## config.mk

```make
export PLATFORM = sky130hd
export DESIGN_NAME = hacp_command_port
export DESIGN_NICKNAME = d
export VERILOG_FILES = /design/src/core/hacp_pkg.sv /design/src/core/hacp_command_port.sv
export SDC_FILE = /design/constraint.sdc
export NUM_CORES = 1
export LEC_CHECK = 0
export BUFFER_PORTS_ARGS = -buffer_cell sky130_fd_sc_hd__buf_2
export CAP_MARGIN = 20
export CORE_AREA = 2 2 179 181
export CTS_CLUSTER_SIZE = 12
export DETAILED_ROUTE_END_ITERATION = 10
export DIE_AREA = 0 0 181 183
export PLACE_DENSITY = 0.42
export SYNTH_ARGS = -nofsm -noshare
export SYNTH_HDL_FRONTEND = slang
export SYNTH_SLANG_ARGS = --single-unit
export TNS_END_PERCENT = 1
```

## constraint.sdc

```tcl
create_clock -name sys_clk -period 7.22 [get_ports sys_clk]
set_clock_uncertainty 0.1 [all_clocks]
set_input_delay 1.083 -clock sys_clk [delete_from_list [all_inputs] [get_ports sys_clk]]
set_output_delay 1.083 -clock sys_clk [all_outputs]
set_load 0.005 [all_outputs]
```

## src/core/hacp_pkg.sv

```systemverilog
// hacp_pkg: constants, states and carriers of the host command port
// assumes one 250 MHz clock domain and an 8-bit register port
package hacp_pkg;
    // register addresses on the command port
    localparam logic [2:0] HACP_REG_STATUS = 3'h0;
    localparam logic [2:0] HACP_REG_CMD = 3'h1;
    localparam logic [2:0] HACP_REG_DATA_IN = 3'h2;
    localparam logic [2:0] HACP_REG_INT_STAT = 3'h3;
    localparam logic [2:0] HACP_REG_INT_CLR = 3'h4;
    localparam logic [2:0] HACP_REG_INT_EN = 3'h5;
    localparam logic [2:0] HACP_REG_IRQ_SEL = 3'h6;
    // status register bits
    localparam int HACP_ST_READY = 0;
    localparam int HACP_ST_BUSY = 1;
    localparam int HACP_ST_DIR_RDY = 2;
    localparam int HACP_ST_INIT_REQ = 3;
    // interrupt register bits
    localparam int HACP_INT_CC = 0;
    localparam int HACP_INT_INV = 1;
    localparam int HACP_INT_W = 2;
    // opcodes
    localparam logic [7:0] HACP_OP_TEST = 8'h00;
    localparam logic [7:0] HACP_OP_INIT = 8'h01;
    localparam logic [7:0] HACP_OP_SCAN = 8'h02;
    localparam logic [7:0] HACP_OP_BIOS = 8'h03;
    localparam logic [7:0] HACP_OP_ID = 8'h04;
    localparam logic [7:0] HACP_OP_OMB_EN = 8'h05;
    localparam logic [7:0] HACP_OP_SEL_TO = 8'h06;
    localparam logic [7:0] HACP_OP_INIT32 = 8'h81;
    // parameter byte counts
    localparam logic [2:0] HACP_NPAR_INIT = 3'h4;
    localparam logic [2:0] HACP_NPAR_INIT32 = 3'h5;
    localparam logic [2:0] HACP_NPAR_ONE = 3'h1;
    localparam logic [2:0] HACP_NPAR_FOUR = 3'h4;
    // identification bytes: values arbitrary
    localparam logic [7:0] HACP_ID_BOARD = 8'h5A;
    localparam logic [7:0] HACP_ID_FEAT = 8'h5B;
    localparam logic [7:0] HACP_ID_FW_REV = 8'h31;
    localparam logic [7:0] HACP_ID_FW_VER = 8'h32;
    localparam logic [1:0] HACP_ID_LAST = 2'h3;
    // interrupt line selection: 9,10,11,12,14,15
    localparam int HACP_NUM_IRQ = 6;
    localparam logic [2:0] HACP_IRQ_SEL_RST = 3'h2;
    localparam logic [2:0] HACP_IRQ_SEL_MAX = 3'h5;
    // mailbox entry size shift (four bytes)
    localparam int HACP_MBOX_SHIFT = 2;
    localparam logic [7:0] HACP_OMB_MAX = 8'h01;

    typedef enum logic [1:0] {
        HACP_IDLE = 2'b00,
        HACP_PARAM = 2'b01,
        HACP_SEND = 2'b10
    } hacp_state_t;

    typedef struct packed {
        logic wr;
        logic rd;
        logic [2:0] addr;
        logic [7:0] wdata;
    } hacp_bus_req_t;

    typedef struct packed {
        logic valid;
        logic [31:0] addr;
    } hacp_scan_t;
endpackage : hacp_pkg

```

## src/core/hacp_command_port.sv

```systemverilog
// hacp_command_port: opcode/parameter port, data-in, interrupts, scan
// assumes a synchronous register master and one clock sys_clk
// Summary of operation
// - parameter bytes follow one at a time, each after busy reads zero
// - returned bytes load data-in and set ready; a read clears it
// - opcodes 00-0B, 0D, 1A-1D, 1F, 20, 21, 81, 8D are decoded
// - opcode 00 only sets command complete
// - opcode 01 takes count then three address bytes, high byte first
// - zero mailbox count sets invalid together with complete
// - good mailbox init sets complete and clears init required
// - each mailbox entry is four bytes from the programmed base
// - opcode 02 scans outgoing entries until all are started
// - accepted scan start does not set command complete
// - scan start before mailbox init sets invalid and complete
// - opcode 03 belongs to the on-board BIOS only
// - opcode 04 returns four identification bytes via data-in
// - interrupt goes out on one selected line, default the third
// - init required is set after reset
//
// Design decisions made here: the strobed register port and the register addresses.
`timescale 1ns/1ns
module hacp_command_port (
    input wire logic sys_clk,
    input wire logic resetn,
    input hacp_pkg::hacp_bus_req_t bus_req,
    output logic [7:0] bus_rdata,
    output logic [hacp_pkg::HACP_NUM_IRQ-1:0] irq_lines,
    output hacp_pkg::hacp_scan_t scan_out
);
    hacp_pkg::hacp_state_t state_r, state_nxt;
    logic [7:0] op_r, op_nxt;
    logic [2:0] npar_r, npar_nxt;
    logic [2:0] pidx_r, pidx_nxt;
    logic [7:0] cnt_r, cnt_nxt, cnt_fin;
    logic [31:0] base_r, base_nxt;
    logic [31:0] pbuf_r, pbuf_nxt, base_fin;
    logic mbox_init_r, mbox_init_nxt;
    logic init_req_r, init_req_nxt;
    logic busy_r, busy_nxt;
    logic dir_rdy_r, dir_rdy_nxt;
    logic [7:0] din_r, din_nxt;
    logic [1:0] sidx_r, sidx_nxt;
    logic [1:0] ist_r, ist_nxt;
    logic [1:0] ien_r, ien_nxt;
    logic [2:0] irqsel_r, irqsel_nxt;
    logic [7:0] rdata_r, rdata_nxt;
    logic scan_act_r, scan_act_nxt;
    logic [7:0] sc_idx_r, sc_idx_nxt;
    hacp_pkg::hacp_scan_t scan_r, scan_nxt;
    logic cmd_wr, din_rd, scan_req, adapter_ready, irq_any;
    logic cc_set, inv_set;
    logic [1:0] clr_mask;

    assign cmd_wr = bus_req.wr && bus_req.addr == hacp_pkg::HACP_REG_CMD;
    assign din_rd = bus_req.rd &&
        bus_req.addr == hacp_pkg::HACP_REG_DATA_IN;
    // scan start is taken in any state but parameter collection
    assign scan_req = cmd_wr && bus_req.wdata == hacp_pkg::HACP_OP_SCAN &&
        state_r != hacp_pkg::HACP_PARAM;
    assign adapter_ready = state_r == hacp_pkg::HACP_IDLE;
    assign irq_any = |(ist_r & ien_r);
    assign bus_rdata = rdata_r;
    assign scan_out = scan_r;

    // one line of six carries the level interrupt
    genvar gi;
    generate
        for (gi = 0; gi < hacp_pkg::HACP_NUM_IRQ; gi++) begin : g_irq
            assign irq_lines[gi] = irq_any &&
                irqsel_r == 3'(gi);
        end
    endgenerate

    function automatic logic [7:0] id_byte(input logic [1:0] i);
        case (i)
            2'h0: id_byte = hacp_pkg::HACP_ID_BOARD;
            2'h1: id_byte = hacp_pkg::HACP_ID_FEAT;
            2'h2: id_byte = hacp_pkg::HACP_ID_FW_REV;
            default: id_byte = hacp_pkg::HACP_ID_FW_VER;
        endcase
    endfunction : id_byte

    always_comb begin
        state_nxt = state_r;
        op_nxt = op_r;
        npar_nxt = npar_r;
        pidx_nxt = pidx_r;
        cnt_nxt = cnt_r;
        base_nxt = base_r;
        pbuf_nxt = pbuf_r;
        mbox_init_nxt = mbox_init_r;
        init_req_nxt = init_req_r;
        busy_nxt = cmd_wr;
        dir_rdy_nxt = dir_rdy_r;
        din_nxt = din_r;
        sidx_nxt = sidx_r;
        cc_set = 1'b0;
        inv_set = 1'b0;
        cnt_fin = (op_r == hacp_pkg::HACP_OP_INIT32) ? pbuf_r[31:24] :
            pbuf_r[23:16];
        base_fin = (op_r == hacp_pkg::HACP_OP_INIT32) ?
            {pbuf_r[23:0], bus_req.wdata} :
            {8'h00, pbuf_r[15:0], bus_req.wdata};
        case (state_r)
            hacp_pkg::HACP_IDLE: begin
                if (cmd_wr) begin
                    op_nxt = bus_req.wdata;
                    pidx_nxt = 3'h0;
                    pbuf_nxt = 32'h0000_0000;
                    sidx_nxt = 2'h0;
                    case (bus_req.wdata)
                        hacp_pkg::HACP_OP_TEST: cc_set = 1'b1;
                        hacp_pkg::HACP_OP_INIT: begin
                            state_nxt = hacp_pkg::HACP_PARAM;
                            npar_nxt = hacp_pkg::HACP_NPAR_INIT;
                        end
                        hacp_pkg::HACP_OP_INIT32: begin
                            state_nxt = hacp_pkg::HACP_PARAM;
                            npar_nxt = hacp_pkg::HACP_NPAR_INIT32;
                        end
                        hacp_pkg::HACP_OP_SCAN: ; // handled below
                        hacp_pkg::HACP_OP_BIOS: ;
                        hacp_pkg::HACP_OP_ID: begin
                            state_nxt = hacp_pkg::HACP_SEND;
                        end
                        8'h05, 8'h07, 8'h08, 8'h09: begin
                            state_nxt = hacp_pkg::HACP_PARAM;
                            npar_nxt = hacp_pkg::HACP_NPAR_ONE;
                        end
                        hacp_pkg::HACP_OP_SEL_TO: begin
                            state_nxt = hacp_pkg::HACP_PARAM;
                            npar_nxt = hacp_pkg::HACP_NPAR_FOUR;
                        end
                        8'h0A, 8'h0B, 8'h0D, 8'h1A, 8'h1B, 8'h1C, 8'h1D,
                        8'h1F, 8'h20, 8'h21, 8'h8D: cc_set = 1'b1;
                        default: begin
                            cc_set = 1'b1;
                            inv_set = 1'b1;
                        end
                    endcase
                end
            end
            hacp_pkg::HACP_PARAM: begin
                if (cmd_wr) begin
                    pidx_nxt = pidx_r + 3'h1;
                    pbuf_nxt = {pbuf_r[23:0], bus_req.wdata};
                    if (pidx_r == npar_r - 3'h1) begin
                        state_nxt = hacp_pkg::HACP_IDLE;
                        if (op_r == hacp_pkg::HACP_OP_INIT ||
                            op_r == hacp_pkg::HACP_OP_INIT32) begin
                            cc_set = 1'b1;
                            if (cnt_fin == 8'h00) begin
                                inv_set = 1'b1;
                            end else begin
                                init_req_nxt = 1'b0;
                                mbox_init_nxt = 1'b1;
                                cnt_nxt = cnt_fin;
                                base_nxt = base_fin;
                            end
                        end else if (op_r == hacp_pkg::HACP_OP_OMB_EN) begin
                            if (bus_req.wdata > hacp_pkg::HACP_OMB_MAX) begin
                                cc_set = 1'b1;
                                inv_set = 1'b1;
                            end
                        end else begin
                            cc_set = 1'b1;
                        end
                    end
                end
            end
            hacp_pkg::HACP_SEND: begin
                if (!dir_rdy_r) begin
                    din_nxt = id_byte(sidx_r);
                    dir_rdy_nxt = 1'b1;
                end else if (din_rd) begin
                    dir_rdy_nxt = 1'b0;
                    if (sidx_r == hacp_pkg::HACP_ID_LAST) begin
                        state_nxt = hacp_pkg::HACP_IDLE;
                        cc_set = 1'b1;
                    end else begin
                        sidx_nxt = sidx_r + 2'h1;
                    end
                end
            end
            default: state_nxt = hacp_pkg::HACP_IDLE;
        endcase
        if (scan_req && !mbox_init_r) begin
            cc_set = 1'b1;
            inv_set = 1'b1;
        end
    end

    // outgoing mailbox walk, one entry per cycle
    always_comb begin
        scan_act_nxt = scan_act_r;
        sc_idx_nxt = sc_idx_r;
        scan_nxt.valid = 1'b0;
        scan_nxt.addr = scan_r.addr;
        if (scan_req && mbox_init_r) begin
            scan_act_nxt = 1'b1;
            sc_idx_nxt = 8'h00;
        end else if (scan_act_r) begin
            scan_nxt.valid = 1'b1;
            scan_nxt.addr = base_r +
                {22'h0, sc_idx_r, 2'h0};
            if (sc_idx_r == cnt_r - 8'h01) begin
                scan_act_nxt = 1'b0;
            end else begin
                sc_idx_nxt = sc_idx_r + 8'h01;
            end
        end
    end

    // interrupt flags, register reads and writes
    always_comb begin
        clr_mask = 2'h0;
        ien_nxt = ien_r;
        irqsel_nxt = irqsel_r;
        rdata_nxt = 8'h00;
        if (bus_req.wr) begin
            case (bus_req.addr)
                hacp_pkg::HACP_REG_INT_CLR: clr_mask = bus_req.wdata[1:0];
                hacp_pkg::HACP_REG_INT_EN: ien_nxt = bus_req.wdata[1:0];
                hacp_pkg::HACP_REG_IRQ_SEL: begin
                    if (bus_req.wdata[2:0] <= hacp_pkg::HACP_IRQ_SEL_MAX &&
                        bus_req.wdata[7:3] == 5'h00) begin
                        irqsel_nxt = bus_req.wdata[2:0];
                    end
                end
                default: ;
            endcase
        end
        // a set in the clearing cycle wins
        ist_nxt = (ist_r & ~clr_mask) | {inv_set, cc_set};
        if (bus_req.rd) begin
            case (bus_req.addr)
                hacp_pkg::HACP_REG_STATUS: rdata_nxt = {4'h0, init_req_r,
                    dir_rdy_r, busy_r, adapter_ready};
                hacp_pkg::HACP_REG_DATA_IN: rdata_nxt = din_r;
                hacp_pkg::HACP_REG_INT_STAT: rdata_nxt = {6'h00, ist_r};
                hacp_pkg::HACP_REG_INT_EN: rdata_nxt = {6'h00, ien_r};
                hacp_pkg::HACP_REG_IRQ_SEL: rdata_nxt = {5'h00, irqsel_r};
                default: rdata_nxt = 8'h00;
            endcase
        end
    end

    always_ff @(posedge sys_clk or negedge resetn) begin
        if (!resetn) begin
            state_r <= hacp_pkg::HACP_IDLE;
            op_r <= 8'h00;
            npar_r <= 3'h0;
            pidx_r <= 3'h0;
            cnt_r <= 8'h00;
            base_r <= 32'h0000_0000;
            pbuf_r <= 32'h0000_0000;
            mbox_init_r <= 1'b0;
            init_req_r <= 1'b1;
            busy_r <= 1'b0;
            dir_rdy_r <= 1'b0;
            din_r <= 8'h00;
            sidx_r <= 2'h0;
            ist_r <= 2'h0;
            ien_r <= 2'h0;
            irqsel_r <= hacp_pkg::HACP_IRQ_SEL_RST;
            rdata_r <= 8'h00;
            scan_act_r <= 1'b0;
            sc_idx_r <= 8'h00;
            scan_r <= '0;
        end else begin
            state_r <= state_nxt;
            op_r <= op_nxt;
            npar_r <= npar_nxt;
            pidx_r <= pidx_nxt;
            cnt_r <= cnt_nxt;
            base_r <= base_nxt;
            pbuf_r <= pbuf_nxt;
            mbox_init_r <= mbox_init_nxt;
            init_req_r <= init_req_nxt;
            busy_r <= busy_nxt;
            dir_rdy_r <= dir_rdy_nxt;
            din_r <= din_nxt;
            sidx_r <= sidx_nxt;
            ist_r <= ist_nxt;
            ien_r <= ien_nxt;
            irqsel_r <= irqsel_nxt;
            rdata_r <= rdata_nxt;
            scan_act_r <= scan_act_nxt;
            sc_idx_r <= sc_idx_nxt;
            scan_r <= scan_nxt;
        end
    end
endmodule : hacp_command_port

```

==> out/qor.yml, run 1 <==
synth_commonest_cells: "170 x nand2_1, 152 x dfrtp_1, 62 x nand3_1"
wl_per_cell_um: 15.8
ctsRootBufferMaster: "clkbuf_16"
cts.path.max_buffers: 2
tightest_slew_ps: 995
finalWeightedCongestion: 0.740
io_buffers: 60
yosysTopAreaCellShare_pct: 49.3
synth_seq_cells: 154
rsz0062_at_grt: "no"
grtUsageTotal_pct: 12.7
start_util_pct: 24.7
path_clk_slew_ps: 60
hold_class: "reg2reg"
die_w_um: 181
synthMostInstantiatedCell: "nand2_1"
die_area_um2: 33100
end_kind: "flip-flop"
ios: 62
yosys_warnings: 0
cp-start-kind: "primary input"
drtPass1Iterations: 4
antenna_found_initial: 1
finalHoldViolations: 0
maxCapViolCount: 0
design_area_um2: 8980
hpwl_um: 13800
crit_path_frequent_cell: "buf_4"
path_class: "in2reg"
reg2reg_from: "op_r[1]"
cp_slowest_cell: "and4b_2"
areaGrowthSynthToFinish_pct: 16.5
cts_buffers: 17
cts.htree.levels: 4
reg2reg_to: "base_r[8]"
cts_resized: 0
path_cells: "buf_2, nand4bb_1, nor2_2, buf_4, nand4_1, and4b_2, buf_4, mux2_4"
routed_wl_um: 20100
multi_input_area_um2: 3570
async_flop_share_pct: 100
syn_avg_cell_area_um2: 9.52
rows: 65
synth.area.top_cells: "dfrtp_1 49%, nand2_1 8.3%, mux2_4 4.3%"
setup_violations: 0
postSynthCellCount: 810
place_inst: 1236
crit_family: "simple AND/OR/NAND/NOR gates"
leakagePower_nw: 4.26
nFillCells: 3313
core-area_um2: 31200
yosys_most_used_dff: "dfrtp_1"
yosys.area.top_type: "dfrtp_1"
worstHoldEndpoint: "din_r[4]"
syn_nets: 842
grt_max_degree: 87
drc: 0
slew_viol_final: 0
fin_nets: 885
fin_tns_setup_ps: 0
clock_latency_ps: 430
crit_buf_inv: 3
via_count: 5701
grt_pass1_vias: 5703
fmax_ghz: 0.258
slew_headroom_pct: 33.7
regArea_um2: 3860
cts_tree: "built"
synth_edf_count: 0
yosysSeqAreaShare_pct: 50.0
ir_drop_mv: 0.158
r2r_cells: 7
worstPathMaxFanout: 39
finalNonFillerCells: 1269
status: "finished, final reports clean"
power_per_cell_area_nw_per_um2: 218
avgViaCountPerCell: 4.49
die_height_um: 183
place_area_um2: 8370
clock-sinks: 154
layout_min_cycle_time_ps: 3870
max_stage_delay_ps: 1010
drive_gt1_share_pct: 16.2
hp-start: "din_r[4]"
grt_pass1_wl_um: 32800
ant_nets: 0
post_cts_buffers: 0
cts_hold_buf: 0
cp.arrival_ps: 4080
cp_num_cells: 8
finalCritPeriodShare_pct: 53.6
hold_depth: 1
report.power.total_mw: 1.96
drt_iter0_drc: 339
r2r_slack_ps: 3390
gr-total-overflow: 0
cp.required_ps: 7420
syn_area_um2: 7710
synth.distinct_cells: 60
==> report_power, final <==
| group | leakage, nW | total (mW) | switching (mW) | internal [mW] |
|---|---|---|---|---|
| logic | 1.93 | 0.105 | 0.0699 | 0.0352 |
| clock network | 0.293 | 0.939 | 0.366 | 0.572 |
| registers | 2.03 | 0.918 | 0.0271 | 0.890 |
==> routing by layer <==
metal / wire (µm) / global-route usage (%) / vias to the layer above
li1: - / - / 2865
met1: 10400 / 18.4 / 2735
met2: 8730 / 18.8 / 90
met3: 766 / 2.90 / 11
met4: 210 / 3.71 / 0
met5: 0 / 0 / -
==> area by class of cell <==
class                           count  area share [%]
Antenna cell                        1          0.0279
Clock buffer                       22            5.28
Clock inverter                     10            1.56
Inverter                           24            1.00
Multi-Input combinational cell    591            39.8
Sequential cell                   154            42.9
Tap cell                          402            5.60
Timing Repair Buffer               65            3.83
==> metrics by stage <==
step | setup WS (ps) | utilization (%) | hold WS [ps]
finish | 3350 | 28.8 | 361
global route | 3090 | 28.8 | 398
global placement | 2920 | 26.8 | 349
floorplan | 4150 | - | 330
detailed placement | 2860 | 26.8 | 349
CTS | 3320 | 28.8 | 368
==> how the worst max path moves through the flow <==
stage,startpoint,end
6_report,bus_req[10],base_r[8]
5_1_grt,bus_req[10],base_r[8]
4_1_cts,bus_req[10],base_r[9]
3_5_place_dp,bus_req[10],base_r[18]
3_3_place_gp,bus_req[10],base_r[18]
2_1_floorplan,bus_req[7],scan_out[3]
==> placed cells by master, fill, tap and decap left out, drive strengths merged, types with 19 or more instances in the layout <==
| cell | netlist | final |
|---|---|---|
| nand2 | 170 | 170 |
| dfrtp | 152 | 152 |
| buf | 15 | 65 |
| nand3 | 62 | 62 |
| o21ai | 54 | 54 |
| nor2 | 47 | 47 |
| mux2 | 32 | 32 |
| xnor2 | 29 | 29 |
| inv | 23 | 24 |
| clkbuf | 26 | 22 |
| a21oi | 19 | 19 |
==> state kept, by name, summed over array words and instances, names as in the netlist, 2 cells and up <==
register   flops
sc_idx_r       8
din_r          5
scan_out      33
npar_r         2
pbuf_r        32
ist_r          2
sidx_r         2
op_r           8
bus_rdata      7
base_r        32
ien_r          2
pidx_r         3
state_r        2
irqsel_r       3
cnt_r          8
==> cells by family after synthesis <==
| kind of cell | count (synthesis) | synth area share [%] |
|---|---|---|
| adder cells (fa/ha/maj) | 17 | 2.86 |
| AND/OR/NAND/NOR | 369 | 22.3 |
| flip-flops | 154 | 50.0 |
| buffers and inverters | 65 | 3.75 |
| other | 1 | 0.0486 |
| AO/OA/AOI/OAI | 121 | 9.38 |
| XOR/XNOR | 44 | 5.00 |
| multiplexers | 39 | 6.65 |
Note: power is estimated with default switching activity, not from simulation.
==> run 2, diff against run 1 <==
- clock period: 7.22 -> 3.65 ns (I/O delays scaled with it)
==> run 2 against run 1 <==
  * Clock-buffer cell count shrank 2
  * Cell area grew 1.0%
  * First-iteration DRC count grew 18%
  * Register-to-register slack lost 2500 ps
  * Sequential share of layout area shrank 0.44 points
  * Utilization grew 0.30 points
  * Critical path type is now reg2reg
==> out/qor.yml, run 2 (same netlist as run 1, synthesis figures left out) <==
start_util_pct: 24.7
cts_buffers: 17
cp.required_ps: 3860
path_cells: "xor2_1, o41ai_1, nand4_1, and4b_2, buf_4, mux2_4"
grt_max_degree: 80
clock-sinks: 154
end_kind: "flip-flop"
finalCritPeriodShare_pct: 75.9
cts_tree: "built"
drtPass1Iterations: 5
slew_headroom_pct: 42.1
ant_nets: 0
grt_pass1_wl_um: 32700
crit_family: "simple AND/OR/NAND/NOR gates"
maxCapViolCount: 0
path_clk_slew_ps: 60
finalNonFillerCells: 1277
nFillCells: 3352
cts.path.max_buffers: 2
max_stage_delay_ps: 700
setup_violations: 0
fin_tns_setup_ps: 0
final_common_cell: "nand2_1"
drt_iter0_drc: 399
ctsRootBufferMaster: "clkbuf_16"
via_count: 5728
cts_resized: 0
drive_gt1_share_pct: 16.9
place_inst: 1244
tightest_slew_ps: 858
finalHoldViolations: 0
drc: 0
areaGrowthSynthToFinish_pct: 17.7
report.power.total_mw: 3.89
worst_hold_slack_ps: 92.5
io_buffers: 60
grt_pass1_vias: 5741
rsz0062_at_grt: "no"
worstPathMaxFanout: 8
power_per_cell_area_nw_per_um2: 429
die_w_um: 181
crit_buf_inv: 1
clock_latency_ps: 430
ios: 62
antenna_found_initial: 1
ir_drop_mv: 0.299
core-area_um2: 31200
die_height_um: 183
fin_nets: 893
mostFrequentLayoutCells: "169 x nand2_1, 152 x dfrtp_1, 62 x nand3_1, 59 x buf_2, 54 x o21ai_0"
die_area_um2: 33100
hpwl_um: 13800
routed_wl_um: 19900
finalWeightedCongestion: 0.756
slew_viol_final: 0
layout_min_cycle_time_ps: 2770
cp.arrival_ps: 2980
path_class: "reg2reg"
cts.htree.levels: 4
hold_class: "in2async"
gr-total-overflow: 0
avgViaCountPerCell: 4.49
post_cts_buffers: 0
wl_per_cell_um: 15.6
grtUsageTotal_pct: 12.7
fmax_ghz: 0.361
leakagePower_nw: 4.31
largest_reg_flops: 33
status: "finished, final reports clean"
rows: 65
cts_hold_buf: 0
cp_slowest_cell: "o41ai_1"
cp-start-kind: "flip-flop"
run 2: cell count changes in the layout (fill, tap and decap cells not counted):
cell,before,now
buf_12,0,3
inv_6,1,2
clkbuf_8,3,1
inv_8,0,1
buf_4,5,10
clkinv_4,1,2
clkinv_2,2,1
run 2: through the flow:
step / instance area (µm²) / setup WS, ps / util [%]
2_1_floorplan: 7710 / 1120 / -
3_3_place_gp: 8460 / 601 / 27.1
3_5_place_dp: 8460 / 602 / 27.1
4_1_cts: 9070 / 819 / 29.1
5_1_grt: 9070 / 745 / 29.1
6_report: 9080 / 879 / 29.1
run 2: layer usage:
layer  up-vias  GRT usage, %  routed length (µm)
met1      2738          18.4               10400
met5         -             0                   0
met4         0          3.38                 182
met3         9          3.00                 735
met2        95          18.8                8640
li1       2886             -                   -
run 2: layout make-up:
cell class | instances | area (µm²) | area share, %
antenna | 1 | 2.50 | 0.0276
clock buffer | 20 | 447 | 4.92
clock inverter | 12 | 164 | 1.81
inverter | 24 | 90.1 | 0.992
multi-input combinational | 591 | 3570 | 39.4
sequential | 154 | 3860 | 42.5
tap | 402 | 503 | 5.54
timing repair buffer | 73 | 442 | 4.87
run 2: worst paths after layout:
| path | from | end | slack [ps] | cells after the start |
|---|---|---|---|---|
| max reg2reg | pidx_r[2] | base_r[2] | 880 | 6 |
| max in group asynchronous | resetn | scan_out[24] | 2550 | 2 |
| min reg2reg | din_r[4] | din_r[4] | 360 | 1 |
| min in group sys_clk | bus_req[11] | bus_rdata[3] | 280 | 3 |
| min | resetn | npar_r[0] | 90 | 1 |
| max | pidx_r[2] | base_r[2] | 880 | 6 |
run 2: power breakdown:
group          switching (mW)  total, mW  internal, mW
sequential             0.0510       1.81          1.76
clock                   0.765       1.87          1.10
combinational           0.138      0.211        0.0730
==> run 3, diff against run 2 <==
- ABC_AREA: unset -> 1
- CORE_AREA: 2 2 179 181 -> 2 2 184 186
- DIE_AREA: 0 0 181 183 -> 0 0 186 188
- clock period: 3.65 -> 2.79 ns (I/O delays scaled with it)
==> run 3 against run 2 <==
  * Global-route usage rose by 0.92 points
  * Critical path depth rose by 7
  * Largest power group is now sequential cells
  * Power rose by 74%
  * Routed wire length rose by 13%
  * Cell area rose by 5.3%
==> out/qor.yml, run 3 <==
yosysTopAreaCellShare_pct: 46.7
avgViaCountPerCell: 4.41
drive_gt1_share_pct: 11.3
finalHoldViolations: 0
leakagePower_nw: 4.90
syn_area_um2: 8140
synth_fa_ha_area_share_pct: 2.70
ctsRootBufferMaster: "clkbuf_16"
clock_latency_ps: 430
pre_cts_ws_ps: 290
finalWeightedCongestion: 0.863
ios: 62
status: "finished, final reports clean"
yosys.area.top_type: "dfrtp_1"
wl_per_cell_um: 14.3
largest_reg_flops: 33
cts_buffers: 17
antenna_found_initial: 0
setup_slack_ps: 325
path_clk_slew_ps: 70
cp_slowest_cell: "dfrtp_1"
reg2reg_from: "sc_idx_r[0]"
fin_nets: 1146
crit_family: "simple AND/OR/NAND/NOR gates"
worst_hold_slack_ps: 177
cp-start-kind: "flip-flop"
fmax_ghz: 0.406
cts_tree: "built"
hold_depth: 3
layout_min_cycle_time_ps: 2460
finalNonFillerCells: 1575
cts_resized: 0
hp-start: "bus_req[11]"
hpwl_um: 16600
syn_nets: 1084
core-area_um2: 33100
yosys_warnings: 0
maxCapViolCount: 0
ir_drop_mv: 0.420
crit_path_frequent_cell: "nand2_1"
clock-sinks: 154
synth_commonest_cells: "322 x nand2_1, 152 x dfrtp_1, 129 x inv_1"
cts.htree.levels: 4
max_stage_delay_ps: 440
gr-total-overflow: 0
cp_num_cells: 13
async_flop_share_pct: 100
synth-compound-area-share_pct: 8.01
antenna_cells: 0
synth_top_family_by_area: "simple AND/OR/NAND/NOR gates"
rows: 67
synth.area.mux_share_pct: 0
die_w_um: 186
routed_wl_um: 22500
grt_pass1_wl_um: 37500
postSynthCellCount: 1052
synthMostInstantiatedCell: "nand2_1"
place_inst: 1542
cp.required_ps: 3020
synth_seq_cells: 154
setup_violations: 0
cts.path.max_buffers: 2
fin_tns_setup_ps: 0
tightest_slew_ps: 652
grt_pass1_vias: 6864
cp.arrival_ps: 2700
worstPathMaxFanout: 6
slew_viol_final: 0
hold_class: "in2reg"
drtPass1Iterations: 5
grtUsageTotal_pct: 13.6
power_per_cell_area_nw_per_um2: 709
yosysSeqAreaShare_pct: 47.4
combPwrFrac_pct: 24.1
crit_buf_inv: 2
clkPwrFrac_pct: 32.0
start_util_pct: 24.6
via_count: 6953
grt_max_degree: 64
slew_headroom_pct: 56.5
mostFrequentLayoutCells: "322 x nand2_1, 152 x dfrtp_1, 129 x inv_1, 76 x nand3_1, 74 x nor2_1"
die_area_um2: 35000
die_height_um: 188
drt_iter0_drc: 441
p_seq_share_pct: 43.9
synth.distinct_cells: 38
io_buffers: 60
areaGrowthSynthToFinish_pct: 17.4
synth.area.top_cells: "dfrtp_1 47%, nand2_1 15%, inv_1 5.9%"
synthXorXnorAreaFrac_pct: 2.80
r2r_cells: 13
ant_nets: 0
drc: 0
final_common_cell: "nand2_1"
post_cts_buffers: 0
setup.worst_path.start: "sc_idx_r[0]"
synthSimpleGateAreaFrac_pct: 30.5
rsz0062_at_grt: "no"
switching_share_pct: 34.2
syn_avg_cell_area_um2: 7.74
synth_edf_count: 0
switchingPower_mw: 2.31
path_class: "reg2reg"
yosys_most_used_dff: "dfrtp_1"
internal_power_mw: 4.46
path_cells: "ha_1, inv_1, fa_1, o21ai_0, nand3_1, nand2_1, nand2_1, inv_1, nand2_1, nand2_1, nand2_1, nand2_1, nand2_1"
finalCritPeriodShare_pct: 88.4
end_kind: "flip-flop"
==> run 3: final timing paths <==
| check | endpoint | slack, ps |
|---|---|---|
| worst max-delay path | scan_out[30] | 330 |
| worst min-delay path | bus_rdata[0] | 180 |
| worst max register to register | scan_out[30] | 330 |
| worst min register to register | din_r[4] | 370 |
| max in group asynchronous | irqsel_r[1] | 1380 |
| min in group asynchronous | pbuf_r[15] | 450 |
==> run 3: power groups by stage <==
stage / Sequential (mW) / Clock, mW / Combinational [mW]
2_1_floorplan: 2.93 / 0 / 1.16
3_3_place_gp: 3.01 / 0 / 1.64
3_5_place_dp: 3.01 / 0 / 1.65
4_1_cts: 2.97 / 2.24 / 1.66
5_1_grt: 3.03 / 2.34 / 1.91
6_report: 2.97 / 2.17 / 1.63
==> run 3: worst reg2reg max path: stages, from the launching register on <==
cell and delay (ps):
dfrtp_1 440, ha_1 210, inv_1 60, fa_1 390, o21ai_0 240, nand3_1 100
nand2_1 200, nand2_1 190, inv_1 150, nand2_1 70, nand2_1 70, nand2_1 40
nand2_1 50, nand2_1 50
==> run 3: layout make-up <==
class	instances	area (µm²)
Fill cell	3636	23600
Sequential cell	154	3860
Multi-Input combinational cell	727	3590
Tap cell	448	561
Inverter	136	510
Timing Repair Buffer	78	507
Clock buffer	21	450
Clock inverter	11	88.8
==> run 3: metal layers <==
metal  part of all wire, %  vias up  wire (µm)  track usage, %
met5                     0        -          0               0
met4                  0.84        0        190            3.54
met2                    43      116       9690            20.1
li1                      -     3545          -               -
met3                   2.9       11        662            2.43
met1                    53     3281      12000            20.3
==> run 3: repair_timing <==
action | 4_1_cts | 5_1_grt
hold endpoints to repair | 59 | 0
endpoints found under the setup margin | 0 | 0
hold buffers | 1 | 0
==> run 3: metrics by stage <==
step           util (%)  cell area, µm²  power [mW]
6_report           28.9            9560        6.77
5_1_grt            28.9            9560        7.28
4_1_cts            28.9            9560        6.87
3_5_place_dp       27.2            9010        4.67
3_3_place_gp       27.2            9010        4.65
2_1_floorplan         -            8140        4.09
==> run 3: logic make-up (layout without fill, tap and decap cells) <==
group                      Yosys count  count (layout)
AOI/OAI and AO/OA                  113             113
xor gates and xnor gates            26              26
adders and majority gates           17              17
buffers and inverters              171             246
DFF                                154             154
other                                1               1
and+or+nand+nor                    570             570
